## src/include/tbu_pkg.sv

```systemverilog
// Purpose: shared constants and types of the tx buffer unpacker
// Assumes: one core clock, apb register access, 32-bit host words
// Notes:   command field positions, register offsets and the ctrl reset value live here
`default_nettype none
package tbu_pkg;
  // command word A and B fields
  localparam int CMDA_OFS_LO = 16;   // start offset, five bits
  localparam int CMDA_OFS_W  = 5;
  localparam int CMDA_AL_LO  = 24;   // end alignment code, two bits
  localparam int CMDA_FS_BIT = 13;   // first segment
  localparam int CMDA_LS_BIT = 12;   // last segment
  localparam int SIZE_W      = 11;   // byte size / length field 10:0
  localparam int CMDB_TAG_LO = 16;   // packet tag 31:16
  // end alignment codes
  localparam logic [1:0] AL_4  = 2'h0;
  localparam logic [1:0] AL_16 = 2'h1;
  localparam logic [1:0] AL_32 = 2'h2;
  // status word bit positions
  localparam int ST_ES    = 15;
  localparam int ST_TAG   = 16;
  // register byte offsets and control bits
  localparam logic [11:0] A_CTRL = 12'h000;
  localparam logic [11:0] A_STAT = 12'h004;
  localparam logic [11:0] A_INFO = 12'h008;
  localparam int CTRL_SAO    = 0;    // status_overrun_allow
  localparam int CTRL_DEFCHK = 1;    // deferral checking enable
  localparam int INFO_OVR    = 8;
  localparam int INFO_TXE    = 31;   // transmit_error_flag, w1c
  localparam logic [1:0] CTRL_RST = 2'h0;
  localparam int STAT_DEPTH  = 16;
  // per packet result from the mac transmitter
  typedef struct packed {
    logic       loss_carrier;
    logic       no_carrier;
    logic       late_col;
    logic       exc_col;
    logic [3:0] col_cnt;
    logic       exc_defer;
    logic       deferred;
  } tbu_res_s;
  // one byte toward the mac side fifo
  typedef struct packed {
    logic [7:0] data;
    logic       last;
  } tbu_byte_s;
  typedef enum logic [2:0] {
    S_CMDA, S_CMDB, S_SKIP, S_DATA, S_PAD
  } tbu_state_e;
endpackage
`default_nettype wire

```

## src/tbu_unpack.sv

```systemverilog
// Purpose: unpack host tx buffers into a byte stream, return status
// Assumes: host words and mac results come from logic on pclk
// Notes:   one byte per cycle toward the mac; apb answers with no wait state
//
// Local design decisions: the register addresses and the APB slave port.
`default_nettype none
module tbu_unpack #(
  parameter int SDEPTH = tbu_pkg::STAT_DEPTH  // status fifo depth
) (
  input  wire  logic              pclk,
  input  wire  logic              presetn,
  input  wire  logic              ce,
  input  wire  logic              psel,
  input  wire  logic              penable,
  input  wire  logic              pwrite,
  input  wire  logic [11:0]       paddr,
  input  wire  logic [31:0]       pwdata,
  output var   logic [31:0]       prdata,
  output var   logic              pready,
  output var   logic              pslverr,
  input  wire  logic              hw_valid,
  input  wire  logic [31:0]       hw_data,
  output var   logic              hw_ready,
  output var   logic              mtx_valid,
  output var   tbu_pkg::tbu_byte_s mtx_byte,
  input  wire  logic              mtx_ready,
  input  wire  logic              res_valid,
  input  wire  tbu_pkg::tbu_res_s res,
  output var   logic              transmit_error_flag
);
  import tbu_pkg::*;
  localparam int AW = $clog2(SDEPTH);

  ////////////////////////////////////////////////////////////////////
  // state
  tbu_state_e           st_r;        // parser state
  logic [CMDA_OFS_W-1:0] ofs_r;      // start offset of buffer
  logic [1:0]           al_r;        // end alignment code
  logic                 ls_r;        // buffer closes the packet
  logic [SIZE_W-1:0]    rem_r;       // payload bytes left in buffer
  logic [SIZE_W-1:0]    len_r;       // packet length from command b
  logic [15:0]          tag_r;       // tag of open packet
  logic [15:0]          tag_done_r;  // tag of last closed packet
  logic [11:0]          pkt_bytes_r; // bytes forwarded this packet
  logic [2:0]           skip_r;      // whole offset words left
  logic [2:0]           wcnt_r;      // data section words, mod 8
  logic [31:0]          word_r;      // data word being unpacked
  logic                 have_r;      // word_r holds unsent bytes
  logic                 first_r;     // next data word is the first
  logic [1:0]           lane_r;      // byte lane to send next
  logic                 sao_r;       // status_overrun_allow
  logic                 defchk_r;    // deferral checking enable
  logic                 ovr_r;       // status fifo overran
  logic [31:0]          sfifo [SDEPTH];
  logic [AW-1:0]        wp_r;
  logic [AW-1:0]        rp_r;
  logic [AW:0]          cnt_r;       // status_used_count
  logic                 pop_ok_r;    // head was valid at setup
  logic                 fs_r;        // buffer is a first segment

  // alignment mask in words, used by the pad check and its check
  function automatic logic [2:0] al_mask(input logic [1:0] code);
    case (code)
      AL_16:   al_mask = 3'h3;
      AL_32:   al_mask = 3'h7;
      default: al_mask = 3'h0;       // 4-byte and unused code
    endcase
  endfunction

  ////////////////////////////////////////////////////////////////////
  // decode
  wire        take     = hw_valid && hw_ready;
  wire        sfull    = (cnt_r == (AW+1)'(SDEPTH));
  wire        stall    = sfull && !sao_r;
  wire        aligned  = (wcnt_r & al_mask(al_r)) == 3'h0;
  wire        emit     = (st_r == S_DATA) && have_r &&
                         (!mtx_valid || mtx_ready);
  wire        word_end = (lane_r == 2'h3) || (rem_r == 11'h1);
  wire        buf_end  = (st_r == S_PAD) && aligned;
  wire        len_err  = buf_end && ls_r &&
                         (pkt_bytes_r != {1'b0, len_r});
  wire [CMDA_OFS_W-1:0] c_ofs = hw_data[CMDA_OFS_LO +: CMDA_OFS_W];
  wire [SIZE_W-1:0]     c_sz  = hw_data[SIZE_W-1:0];
  wire        want     = (st_r == S_CMDA && !stall) ||
                         (st_r == S_CMDB) || (st_r == S_SKIP) ||
                         (st_r == S_DATA && !have_r) ||
                         (st_r == S_PAD && !aligned);
  // where a buffer goes once its offset words are behind it
  wire tbu_state_e after_ofs = (rem_r != '0) ? S_DATA : S_PAD;

  ////////////////////////////////////////////////////////////////////
  // status word; bits 14:12, 7 and 1 stay zero
  wire        exdef = res.exc_defer && defchk_r;
  wire        es    = res.loss_carrier | res.no_carrier |
                      res.late_col | res.exc_col | exdef;
  wire [31:0] sword = {tag_done_r, es, 3'h0,
                       res.loss_carrier, res.no_carrier,
                       res.late_col, res.exc_col, 1'b0,
                       res.col_cnt, exdef, 1'b0,
                       res.deferred};
  wire        ovr_ev = res_valid && sfull && sao_r;
  wire        push   = res_valid && !sfull && !ovr_r;
  wire        txe_ov = res_valid && sfull && !sao_r;

  ////////////////////////////////////////////////////////////////////
  // apb decode
  wire        setup  = psel && !penable;
  wire        acc    = psel && penable && pready;
  wire        a_ctrl = (paddr == A_CTRL);
  wire        a_stat = (paddr == A_STAT);
  wire        a_info = (paddr == A_INFO);
  wire        mapped = a_ctrl || a_stat || a_info;
  wire        pop    = acc && !pwrite && a_stat && pop_ok_r;
  wire        clr_txe = acc && pwrite && a_info && pwdata[INFO_TXE];
  wire [AW:0] used   = ovr_r ? '0 : cnt_r;
  wire [31:0] info_w = {transmit_error_flag, 22'h0, ovr_r, (8-AW-1)'(0), used};
  wire [31:0] rd_w   = a_ctrl ? {30'h0, defchk_r, sao_r} :
                       a_stat ? ((cnt_r != '0) ? sfifo[rp_r] : 32'h0) :
                       a_info ? info_w : 32'h0;

  ////////////////////////////////////////////////////////////////////
  // word parser: commands stripped, offset and pad words dropped
  always_ff @(posedge pclk or negedge presetn) begin
    if (!presetn) begin
      st_r    <= S_CMDA;
      ofs_r   <= '0;
      al_r    <= AL_4;
      ls_r    <= 1'b0;
      skip_r  <= 3'h0;
      wcnt_r  <= 3'h0;
      first_r <= 1'b0;
      fs_r    <= 1'b0;
    end else if (ce) begin
      case (st_r)
        S_CMDA: if (take) begin
          ofs_r <= c_ofs;
          fs_r  <= hw_data[CMDA_FS_BIT];
          al_r  <= hw_data[CMDA_AL_LO +: 2];
          ls_r  <= hw_data[CMDA_LS_BIT];
          st_r  <= S_CMDB;
        end
        S_CMDB: if (take) begin
          skip_r  <= ofs_r[4:2];
          wcnt_r  <= 3'h0;
          first_r <= 1'b1;
          st_r    <= (ofs_r[4:2] != 3'h0) ? S_SKIP : after_ofs;
        end
        S_SKIP: if (take) begin
          skip_r <= skip_r - 3'h1;
          wcnt_r <= wcnt_r + 3'h1;
          if (skip_r == 3'h1) begin
            st_r <= after_ofs;
          end
        end
        S_DATA: begin
          if (take) begin
            wcnt_r  <= wcnt_r + 3'h1;
            first_r <= 1'b0;
          end
          if (emit && rem_r == 11'h1) begin
            st_r <= S_PAD;
          end
        end
        S_PAD: begin
          if (take) begin
            wcnt_r <= wcnt_r + 3'h1;
          end else if (aligned) begin
            st_r <= S_CMDA;
          end
        end
        default: st_r <= S_CMDA;
      endcase
    end
  end

  // buffer size, packet length and tag; b only kept on first segment
  always_ff @(posedge pclk or negedge presetn) begin
    if (!presetn) begin
      rem_r       <= '0;
      len_r       <= '0;
      tag_r       <= 16'h0;
      tag_done_r  <= 16'h0;
      pkt_bytes_r <= 12'h0;
    end else if (ce) begin
      if (take && st_r == S_CMDA) begin
        rem_r <= c_sz;
      end else if (emit) begin
        rem_r <= rem_r - 11'h1;
      end
      // the first segment's b word opens a packet
      if (take && st_r == S_CMDB && fs_r) begin
        len_r       <= c_sz;
        tag_r       <= hw_data[CMDB_TAG_LO +: 16];
        pkt_bytes_r <= 12'h0;
      end else if (emit) begin
        pkt_bytes_r <= pkt_bytes_r + 12'h1;
      end
      if (buf_end && ls_r) begin
        tag_done_r <= tag_r;
      end
    end
  end

  ////////////////////////////////////////////////////////////////////
  // word holder and lane walker; leading partial bytes skipped by lane, trailing ones by the byte count
  always_ff @(posedge pclk or negedge presetn) begin
    if (!presetn) begin
      word_r <= 32'h0;
      have_r <= 1'b0;
      lane_r <= 2'h0;
    end else if (ce) begin
      if (take && st_r == S_DATA) begin
        word_r <= hw_data;
        have_r <= 1'b1;
        lane_r <= first_r ? ofs_r[1:0] : 2'h0;
      end else if (emit) begin
        lane_r <= lane_r + 2'h1;
        if (word_end) begin
          have_r <= 1'b0;
        end
      end
    end
  end

  // host ready drops after each take so one word is taken per decision
  always_ff @(posedge pclk or negedge presetn) begin
    if (!presetn) begin
      hw_ready <= 1'b0;
    end else if (ce) begin
      hw_ready <= want && !take;
    end
  end

  // byte toward the mac; held until the mac takes it
  always_ff @(posedge pclk or negedge presetn) begin
    if (!presetn) begin
      mtx_valid <= 1'b0;
      mtx_byte  <= '0;
    end else if (ce) begin
      if (emit) begin
        mtx_valid     <= 1'b1;
        mtx_byte.data <= word_r[{lane_r, 3'h0} +: 8];
        mtx_byte.last <= ls_r && (rem_r == 11'h1);
      end else if (mtx_ready) begin
        mtx_valid <= 1'b0;
      end
    end
  end

  ////////////////////////////////////////////////////////////////////
  // status fifo; pushes dropped while an allowed overrun stands
  always_ff @(posedge pclk) begin
    if (ce && push) begin
      sfifo[wp_r] <= sword;
    end
  end

  always_ff @(posedge pclk or negedge presetn) begin
    if (!presetn) begin
      wp_r  <= '0;
      rp_r  <= '0;
      cnt_r <= '0;
      ovr_r <= 1'b0;
    end else if (ce) begin
      if (push) begin
        wp_r <= wp_r + AW'(1);
      end
      if (pop) begin
        rp_r <= rp_r + AW'(1);
      end
      cnt_r <= cnt_r + (AW+1)'(push) - (AW+1)'(pop);
      // a read frees space, which ends the overrun; a new one wins
      if (ovr_ev) begin
        ovr_r <= 1'b1;
      end else if (pop) begin
        ovr_r <= 1'b0;
      end
    end
  end

  ////////////////////////////////////////////////////////////////////
  // registers and apb answer
  always_ff @(posedge pclk or negedge presetn) begin
    if (!presetn) begin
      pready   <= 1'b0;
      pslverr  <= 1'b0;
      prdata   <= 32'h0;
      pop_ok_r <= 1'b0;
      sao_r    <= CTRL_RST[CTRL_SAO];
      defchk_r <= CTRL_RST[CTRL_DEFCHK];
    end else if (ce) begin
      pready   <= setup;
      pslverr  <= setup && !mapped;
      prdata   <= setup ? rd_w : 32'h0;
      pop_ok_r <= setup && (cnt_r != '0);
      if (acc && pwrite && a_ctrl) begin
        sao_r    <= pwdata[CTRL_SAO];
        defchk_r <= pwdata[CTRL_DEFCHK];
      end
    end
  end

  // error flag: hardware set beats a software clear in the same cycle
  always_ff @(posedge pclk or negedge presetn) begin
    if (!presetn) begin
      transmit_error_flag <= 1'b0;
    end else if (ce) begin
      if (len_err || txe_ov) begin
        transmit_error_flag <= 1'b1;
      end else if (clr_txe) begin
        transmit_error_flag <= 1'b0;
      end
    end
  end
endmodule
`default_nettype wire

```

## config.mk

```make
export PLATFORM = sky130hd
export DESIGN_NAME = tbu_unpack
export DESIGN_NICKNAME = d
export VERILOG_FILES = /design/src/include/tbu_pkg.sv /design/src/tbu_unpack.sv
export SDC_FILE = /design/constraint.sdc
export NUM_CORES = 1
export LEC_CHECK = 0
export BUFFER_PORTS_ARGS = -buffer_cell sky130_fd_sc_hd__buf_2
export CORE_ASPECT_RATIO = 0.75
export CORE_MARGIN = 4
export CORE_UTILIZATION = 55
export CTS_BUF_LIST = sky130_fd_sc_hd__clkbuf_4
export CTS_CLUSTER_SIZE = 25
export DETAILED_ROUTE_END_ITERATION = 10
export GPL_TIMING_DRIVEN = 0
export HOLD_SLACK_MARGIN = 0.1
export PLACE_DENSITY = 0.7
export SKIP_CTS_REPAIR_TIMING = 1
export SLEW_MARGIN = 20
export SYNTH_ARGS = -nofsm -noshare
export SYNTH_HDL_FRONTEND = slang
export SYNTH_SLANG_ARGS = --single-unit
```

## constraint.sdc

```tcl
create_clock -name pclk -period 7.2 [get_ports pclk]
set_input_delay 0.36 -clock pclk [delete_from_list [all_inputs] [get_ports pclk]]
set_output_delay 0.36 -clock pclk [all_outputs]
set_load 0.1 [all_outputs]
```

==> Word level (Yosys, flattened, before mapping) <==
Memory sizes are Yosys's and may differ from the RTL's.
Index checks and enable logic that the tools add are counted.
{ "word_totals": {"n_memories": 1, "out_inout_bits": 46, "latch_bits": 0, "ram_bits": 432, "romBits": 0, "reg_bits": 183} }
{ "mem_list": {"columns": ["name", "words", "width", "rd", "rd_ports_with_merged_regs", "write_ports", "line", "text"], "rows": [
  ["sfifo", 16, 27, 1, 0, 1, "tbu_unpack.sv:54", "logic [31:0] sfifo [SDEPTH];"]
]} }
{ "classes": {"reduce_logical": 92, "order_cmp": 0, "shift": 1, "muxes": 44, "n_div": 0, "n_addsub": 9, "eq_ne": 22, "n_mul": 0, "bitwise_logic": 5} }
{ "op_table": {"columns": ["operator", "n"], "rows": [
  ["32-bit 2-to-1 mux", 5],
  ["3-bit 2-to-1 mux", 13],
  ["1-bit logical AND", 36],
  ["32-bit by 6-bit variable part select with 8-bit output", 1],
  ["2-bit AND reduction", 13],
  ["12-bit 2-to-1 mux", 2],
  ["11-bit 2-to-1 mux", 2],
  ["2-bit nonzero test", 10],
  ["3-bit case mux with 2 select lines", 3],
  ["3-bit case mux with 5 select lines", 1],
  ["2-bit inequality test (second input constant)", 7],
  ["1-bit 2-to-1 mux", 13],
  ["12-bit by 1-bit adder with 12-bit output (second input constant)", 1],
  ["12-bit by 3-bit == test with 1-bit output (second input constant)", 1],
  ["12-bit by 4-bit == test with 1-bit output (second input constant)", 1],
  ["12-bit zero test", 1],
  ["12-bit by 11-bit inequality test with 1-bit output", 1],
  ["4-bit AND reduction", 3],
  ["11-bit by 1-bit == test with 1-bit output (second input constant)", 1],
  ["1-bit zero test", 11],
  ["11-bit nonzero test", 1],
  ["11-bit by 1-bit subtractor with 11-bit output (second input constant)", 1],
  ["1-bit logical OR", 9],
  ["4-bit by 1-bit adder with 4-bit output (second input constant)", 2],
  ["23 further kinds", 34]
]} }

==> Longest topological paths before layout <==
{ "depth": {"ltp_word": 10, "mapped_depth": 13, "ltp_nobuf": 13} }

==> Worst setup path after synthesis <==
No wires, ideal clock.
{ "synth_timing": {"path_type": "register to register", "from": "register pready", "to": "register cnt_r[4]", "synth_period_minus_slack_ns": 2.854, "t_required_ns": 7.077, "arrival_ns": 2.731, "setup_slack_ns": 4.346, "setup_ns": 0.123, "stages_incl_launch_ff": 13, "path_cell_list": "dfrtp_1 > nand4b_1 > nor3_1 > and3_1 > ha_1 > inv_1 > ha_1 > fa_1 > a21oi_1 > o21bai_1 > xnor2_1 > nand2_1 > xnor2_1"} }
{ "synth_via": {"elab_chain_cells": 5} }
{ "synth_rtl": {"columns": ["item", "line", "text"], "rows": [
  ["start, declared", "tbu_unpack.sv:19", "output var logic pready,"],
  ["start signal, assigned", "tbu_unpack.sv:292", "pready <= setup;"],
  ["1-bit logical AND", "tbu_unpack.sv:108", "wire acc = psel && penable && pready;"],
  ["1-bit logical AND (3 in series)", "tbu_unpack.sv:113", "wire pop = acc && !pwrite && a_stat && pop_ok_r;"],
  ["5-bit by 1-bit subtractor with 5-bit output", "tbu_unpack.sv:271", "cnt_r <= cnt_r + (AW+1)'(push) - (AW+1)'(pop);"],
  ["end signal, assigned", "tbu_unpack.sv:271", null],
  ["end, declared", "tbu_unpack.sv:57", "logic [AW:0] cnt_r;"]
]} }
Every way passes these cells.
A chain may end at the register's enable or synchronous reset.

==> Final worst setup path <==
{ "layout_timing": {"from": "register cnt_r[3]", "to": "memory sfifo[6][19] in the netlist's numbering (enable)"} }
{ "layout_via": {"elab_chain_cells": 7} }
{ "layout_rtl": {"columns": ["item", "line", "text"], "rows": [
  ["5-bit == test", "tbu_unpack.sv:73", "wire sfull = (cnt_r == (AW+1)'(SDEPTH));"],
  ["1-bit zero test", "tbu_unpack.sv:102", "wire push = res_valid && !sfull && !ovr_r;"],
  ["1-bit logical AND (2 in series)", "tbu_unpack.sv:102", null],
  ["1-bit logical AND", "tbu_unpack.sv:253", "if (ce && push) begin"],
  ["1-bit 2-to-1 mux", "tbu_unpack.sv:253", null],
  ["1-bit 2-to-1 mux (not written as such)", "tbu_unpack.sv:254", "sfifo[wp_r] <= sword;"],
  ["end, declared", "tbu_unpack.sv:54", null]
]} }
Every way passes these cells.

==> run_results.csv <==
group,metric,value,unit
synth,seq_area_frac_synth,70.7,%
route,vias_per_cell,6.05,
critical_path,critical_path.startpoint,"cnt_r[3]$_DFFE_PN0P_",
critical_path,end_kind,"flop",
clocking,clk_pin_slew,0.07,ns
route,first_pass_iters,5,
grt,track_usage,25.7,%
power_and_ir_drop,vdd_drop_max,139,uV
timing,period_share,41.1,%
floorplanning,die_h,192,microns
layout,nets,1930,
synth,synthArstFlopShare,29.3,%
critical_path,critical_path.max_stage_delay,0.55,ns
timing,relSlewSlack,35.3,%
critical_path,cp_cell_sequence,"inv_1 > ha_1 > nand4bb_1 > and4b_1 > clkbuf_1 > nand2_1 > nor2_1 > and2_2 > buf_16",
timing,rsz0062_at_grt,"false",
worst_hold_path,min_path_type,"input pin to flop",
grt,antenna_found_initial,3,
place,place_hpwl,38900,microns
floorplanning,fp.dieArea,48400,sq um
route,wl,62100,microns
synth,syn-cell-area,24700,sq um
clocking,numCtsBuffers,147,
layout,final_cell_mix,"edfxtp_1 (432), clkbuf_4 (225), dfrtp_1 (179)",
route,wire_per_inst,24.7,microns
critical_path,setup.worst_path.start_class,"flop",
layout,drive_gt1_share,31.1,%
timing,fin_worst_skew,0.0547,ns
place,gp_congestion,0.897,
timing,worst-slew-pin-transition,0.971,ns
floorplanning,num_rows,66,
synth,syn_inst,1473,
layout,fill_cells,3013,
synth,synth-main-ff-cell,"edfxtp_1",
layout,final_common_cell,"edfxtp_1",
timing,finalSetupTns,0,ns
grt,grt_pass1_wl,91400,microns
critical_path,critPathKind,"flop to flop",
power_and_ir_drop,power_density,303,nW/um^2
route,drc,0,
critical_path,worstRegToRegCells,9,
place,dp.cells,2178,
synth,synth_edf_count,432,
clocking,clock_insertion_delay_worst_skew,0.92,ns
route,drt_iter0_markers,1860,
synth,syn_avg_cell_area,16.8,sq um
flow_run,cap_violations,0,
worst_hold_path,worstHoldStart,"paddr[11]",
floorplanning,initial_core_util,56.3,%
route,num_vias,15200,
synth,ys_warn_count,0,
clocking,clock_sinks,611,
layout,area_delta_synth_final,17.5,%
place,numPortBuffers,106,
clocking,clock_path_buffers,3,
timing,hold_violations,0,
layout,layout.cells.non_filler,2511,
route,ant_nets,0,
clocking,h-tree-depth,4,
timing,period_minus_slack,2.96,ns
power_and_ir_drop,p_leak,11.1,nW
critical_path,worstPathArrival,3.53,ns
synth,synth_cell_types,75,
critical_path,required,7.77,ns
timing,fmax,0.338,GHz
outcome,status,"complete, no violations",
synth,synth-seq-cells,611,
critical_path,worstPathMaxFanout,14,
timing,setup_violations,0,
floorplanning,core_area,43800,sq um
timing,drv_slew,0,
floorplanning,io_pins,141,
grt,grt_max_degree,74,
grt,grt_pass1_vias,14700,
floorplanning,die_w,253,microns
critical_path,timing.rr.start,"cnt_r[3]$_DFFE_PN0P_",
grt,grt-ovfl-total,0,
clocking,cts_tree,"built",
clocking,clockRootBuffer,"clkbuf_4",
critical_path,slowest_stage,"and2_2",
worst_hold_path,hold_depth,6,
==> power breakdown <==
part           total, mW  leakage [nW]  internal (mW)  switching (mW)
Combinational       1.45          3.75          0.579           0.875
Clock               2.90          1.13           1.53            1.37
Sequential          4.43          6.22           4.17           0.262
Total               8.78          11.1           6.28            2.50
==> cell usage after synthesis (2+ instances only) <==
| library cell | number | area [sq um] |
|---|---|---|
| nand3_1 | 19 | 95.1 |
| o2bb2ai_1 | 3 | 26.3 |
| buf_1 | 8 | 30.0 |
| o22ai_1 | 2 | 12.5 |
| nor4_1 | 7 | 43.8 |
| buf_2 | 24 | 120 |
| nor2_1 | 46 | 173 |
| buf_4 | 6 | 45.0 |
| nor4_4 | 2 | 42.5 |
| nand4_1 | 13 | 81.3 |
| nand2b_1 | 6 | 37.5 |
| o21ai_0 | 31 | 155 |
| a21oi_1 | 49 | 245 |
| or3b_2 | 2 | 17.5 |
| xnor2_1 | 18 | 158 |
| mux2i_1 | 9 | 90.1 |
| nand2_1 | 147 | 552 |
| a311o_1 | 3 | 30.0 |
| nand4b_1 | 2 | 17.5 |
| mux4_2 | 112 | 2520 |
| edfxtp_1 | 432 | 13000 |
| nor3b_1 | 4 | 30.0 |
| nor2b_1 | 4 | 25.0 |
| ha_1 | 19 | 238 |
| buf_6 | 2 | 22.5 |
| a211oi_1 | 3 | 22.5 |
| and3_1 | 11 | 68.8 |
| dfrtp_1 | 179 | 4480 |
| inv_1 | 21 | 78.8 |
| nor3_1 | 13 | 65.1 |
| and2_1 | 21 | 131 |
| nand3b_1 | 2 | 15.0 |
| xor2_1 | 12 | 105 |
| or3_1 | 2 | 12.5 |
| a221o_1 | 2 | 20.0 |
| clkbuf_1 | 41 | 154 |
| a22oi_1 | 53 | 398 |
| a31oi_1 | 3 | 18.8 |
| mux2_2 | 61 | 687 |
| o21ai_1 | 4 | 20.0 |
| a22o_1 | 12 | 105 |
| a21o_1 | 29 | 218 |
| a2bb2oi_1 | 2 | 17.5 |
==> cell families after synthesis <==
logic type | Yosys count | synth area share, %
flip-flops | 611 | 70.7
AND/OR/NAND/NOR | 317 | 6.33
adder cells (fa/ha/maj) | 20 | 1.04
other | 1 | 0.0152
XOR/XNOR | 30 | 1.06
buffers and inverters | 102 | 1.82
AO/OA/AOI/OAI | 209 | 5.67
multiplexers | 183 | 13.4
==> critical path, delay by kind of cell, from the launching register on <==
family	cells	cell delay, ns
buffers and inverters	3	0.65
flip-flops	1	0.44
adder cells (fa/ha/maj)	1	0.21
AND/OR/NAND/NOR	5	1.29
==> layout make-up <==
cell class	count	area, sq um	share of cell area (%)
plain buffers	81	372	1.28
diodes	6	15.0	0.0517
multi-input cells	763	6830	23.5
clock inverters	36	241	0.832
inverters	21	78.8	0.272
well taps	578	723	2.49
clock buffers	225	1690	5.82
flip-flops and latches	611	17500	60.1
repair buffers	190	1630	5.62
==> flip-flops by register name, indices dropped and copies added (netlist names), 5 cells and up <==
name	count
prdata	28
len_r	11
rem_r	11
ofs_r	5
cnt_r	5
tag_done_r	16
sfifo	432
mtx_byte	9
pkt_bytes_r	12
tag_r	16
word_r	32
==> path summary, 6_finish.rpt <==
path,endpoint,slack (ns)
max,sfifo[6][19]$_DFFE_PP_,4.24
max reg2reg,sfifo[6][19]$_DFFE_PP_,4.24
max in group asynchronous,prdata[6]$_DFFE_PN0P_,6.19
min,prdata[2]$_DFFE_PN0P_,0.06
min in group asynchronous,st_r[1]$_DFFE_PN0P_,0.58
min reg2reg,prdata[11]$_DFFE_PN0P_,0.47
==> per-layer routing <==
metal	wire length (microns)	GRT usage [%]	share of wire [%]	vias to the layer above
met5	0	0	0	-
met4	1020	7.04	1.6	0
met3	6200	6.27	10	112
met2	28000	37.4	45	785
met1	26800	39.3	43	7782
li1	-	-	-	6502
==> metrics by stage <==
step | worst slack, ns | area [sq um] | hold WS (ns) | utilization [%] | total power, mW
floorplan | 4.35 | 24700 | 0.0644 | - | 5.44
global placement | 2.62 | 26000 | 0.456 | 59.2 | 5.80
detailed placement | 4.16 | 26400 | 0.314 | 60.2 | 5.90
CTS | 4.27 | 28300 | -0.640 | 64.6 | 8.78
global route | 4.08 | 29000 | 0.0835 | 66.2 | 9.21
finish | 4.24 | 29000 | 0.0636 | 66.2 | 8.78
Power figures use the tool's default switching activity.
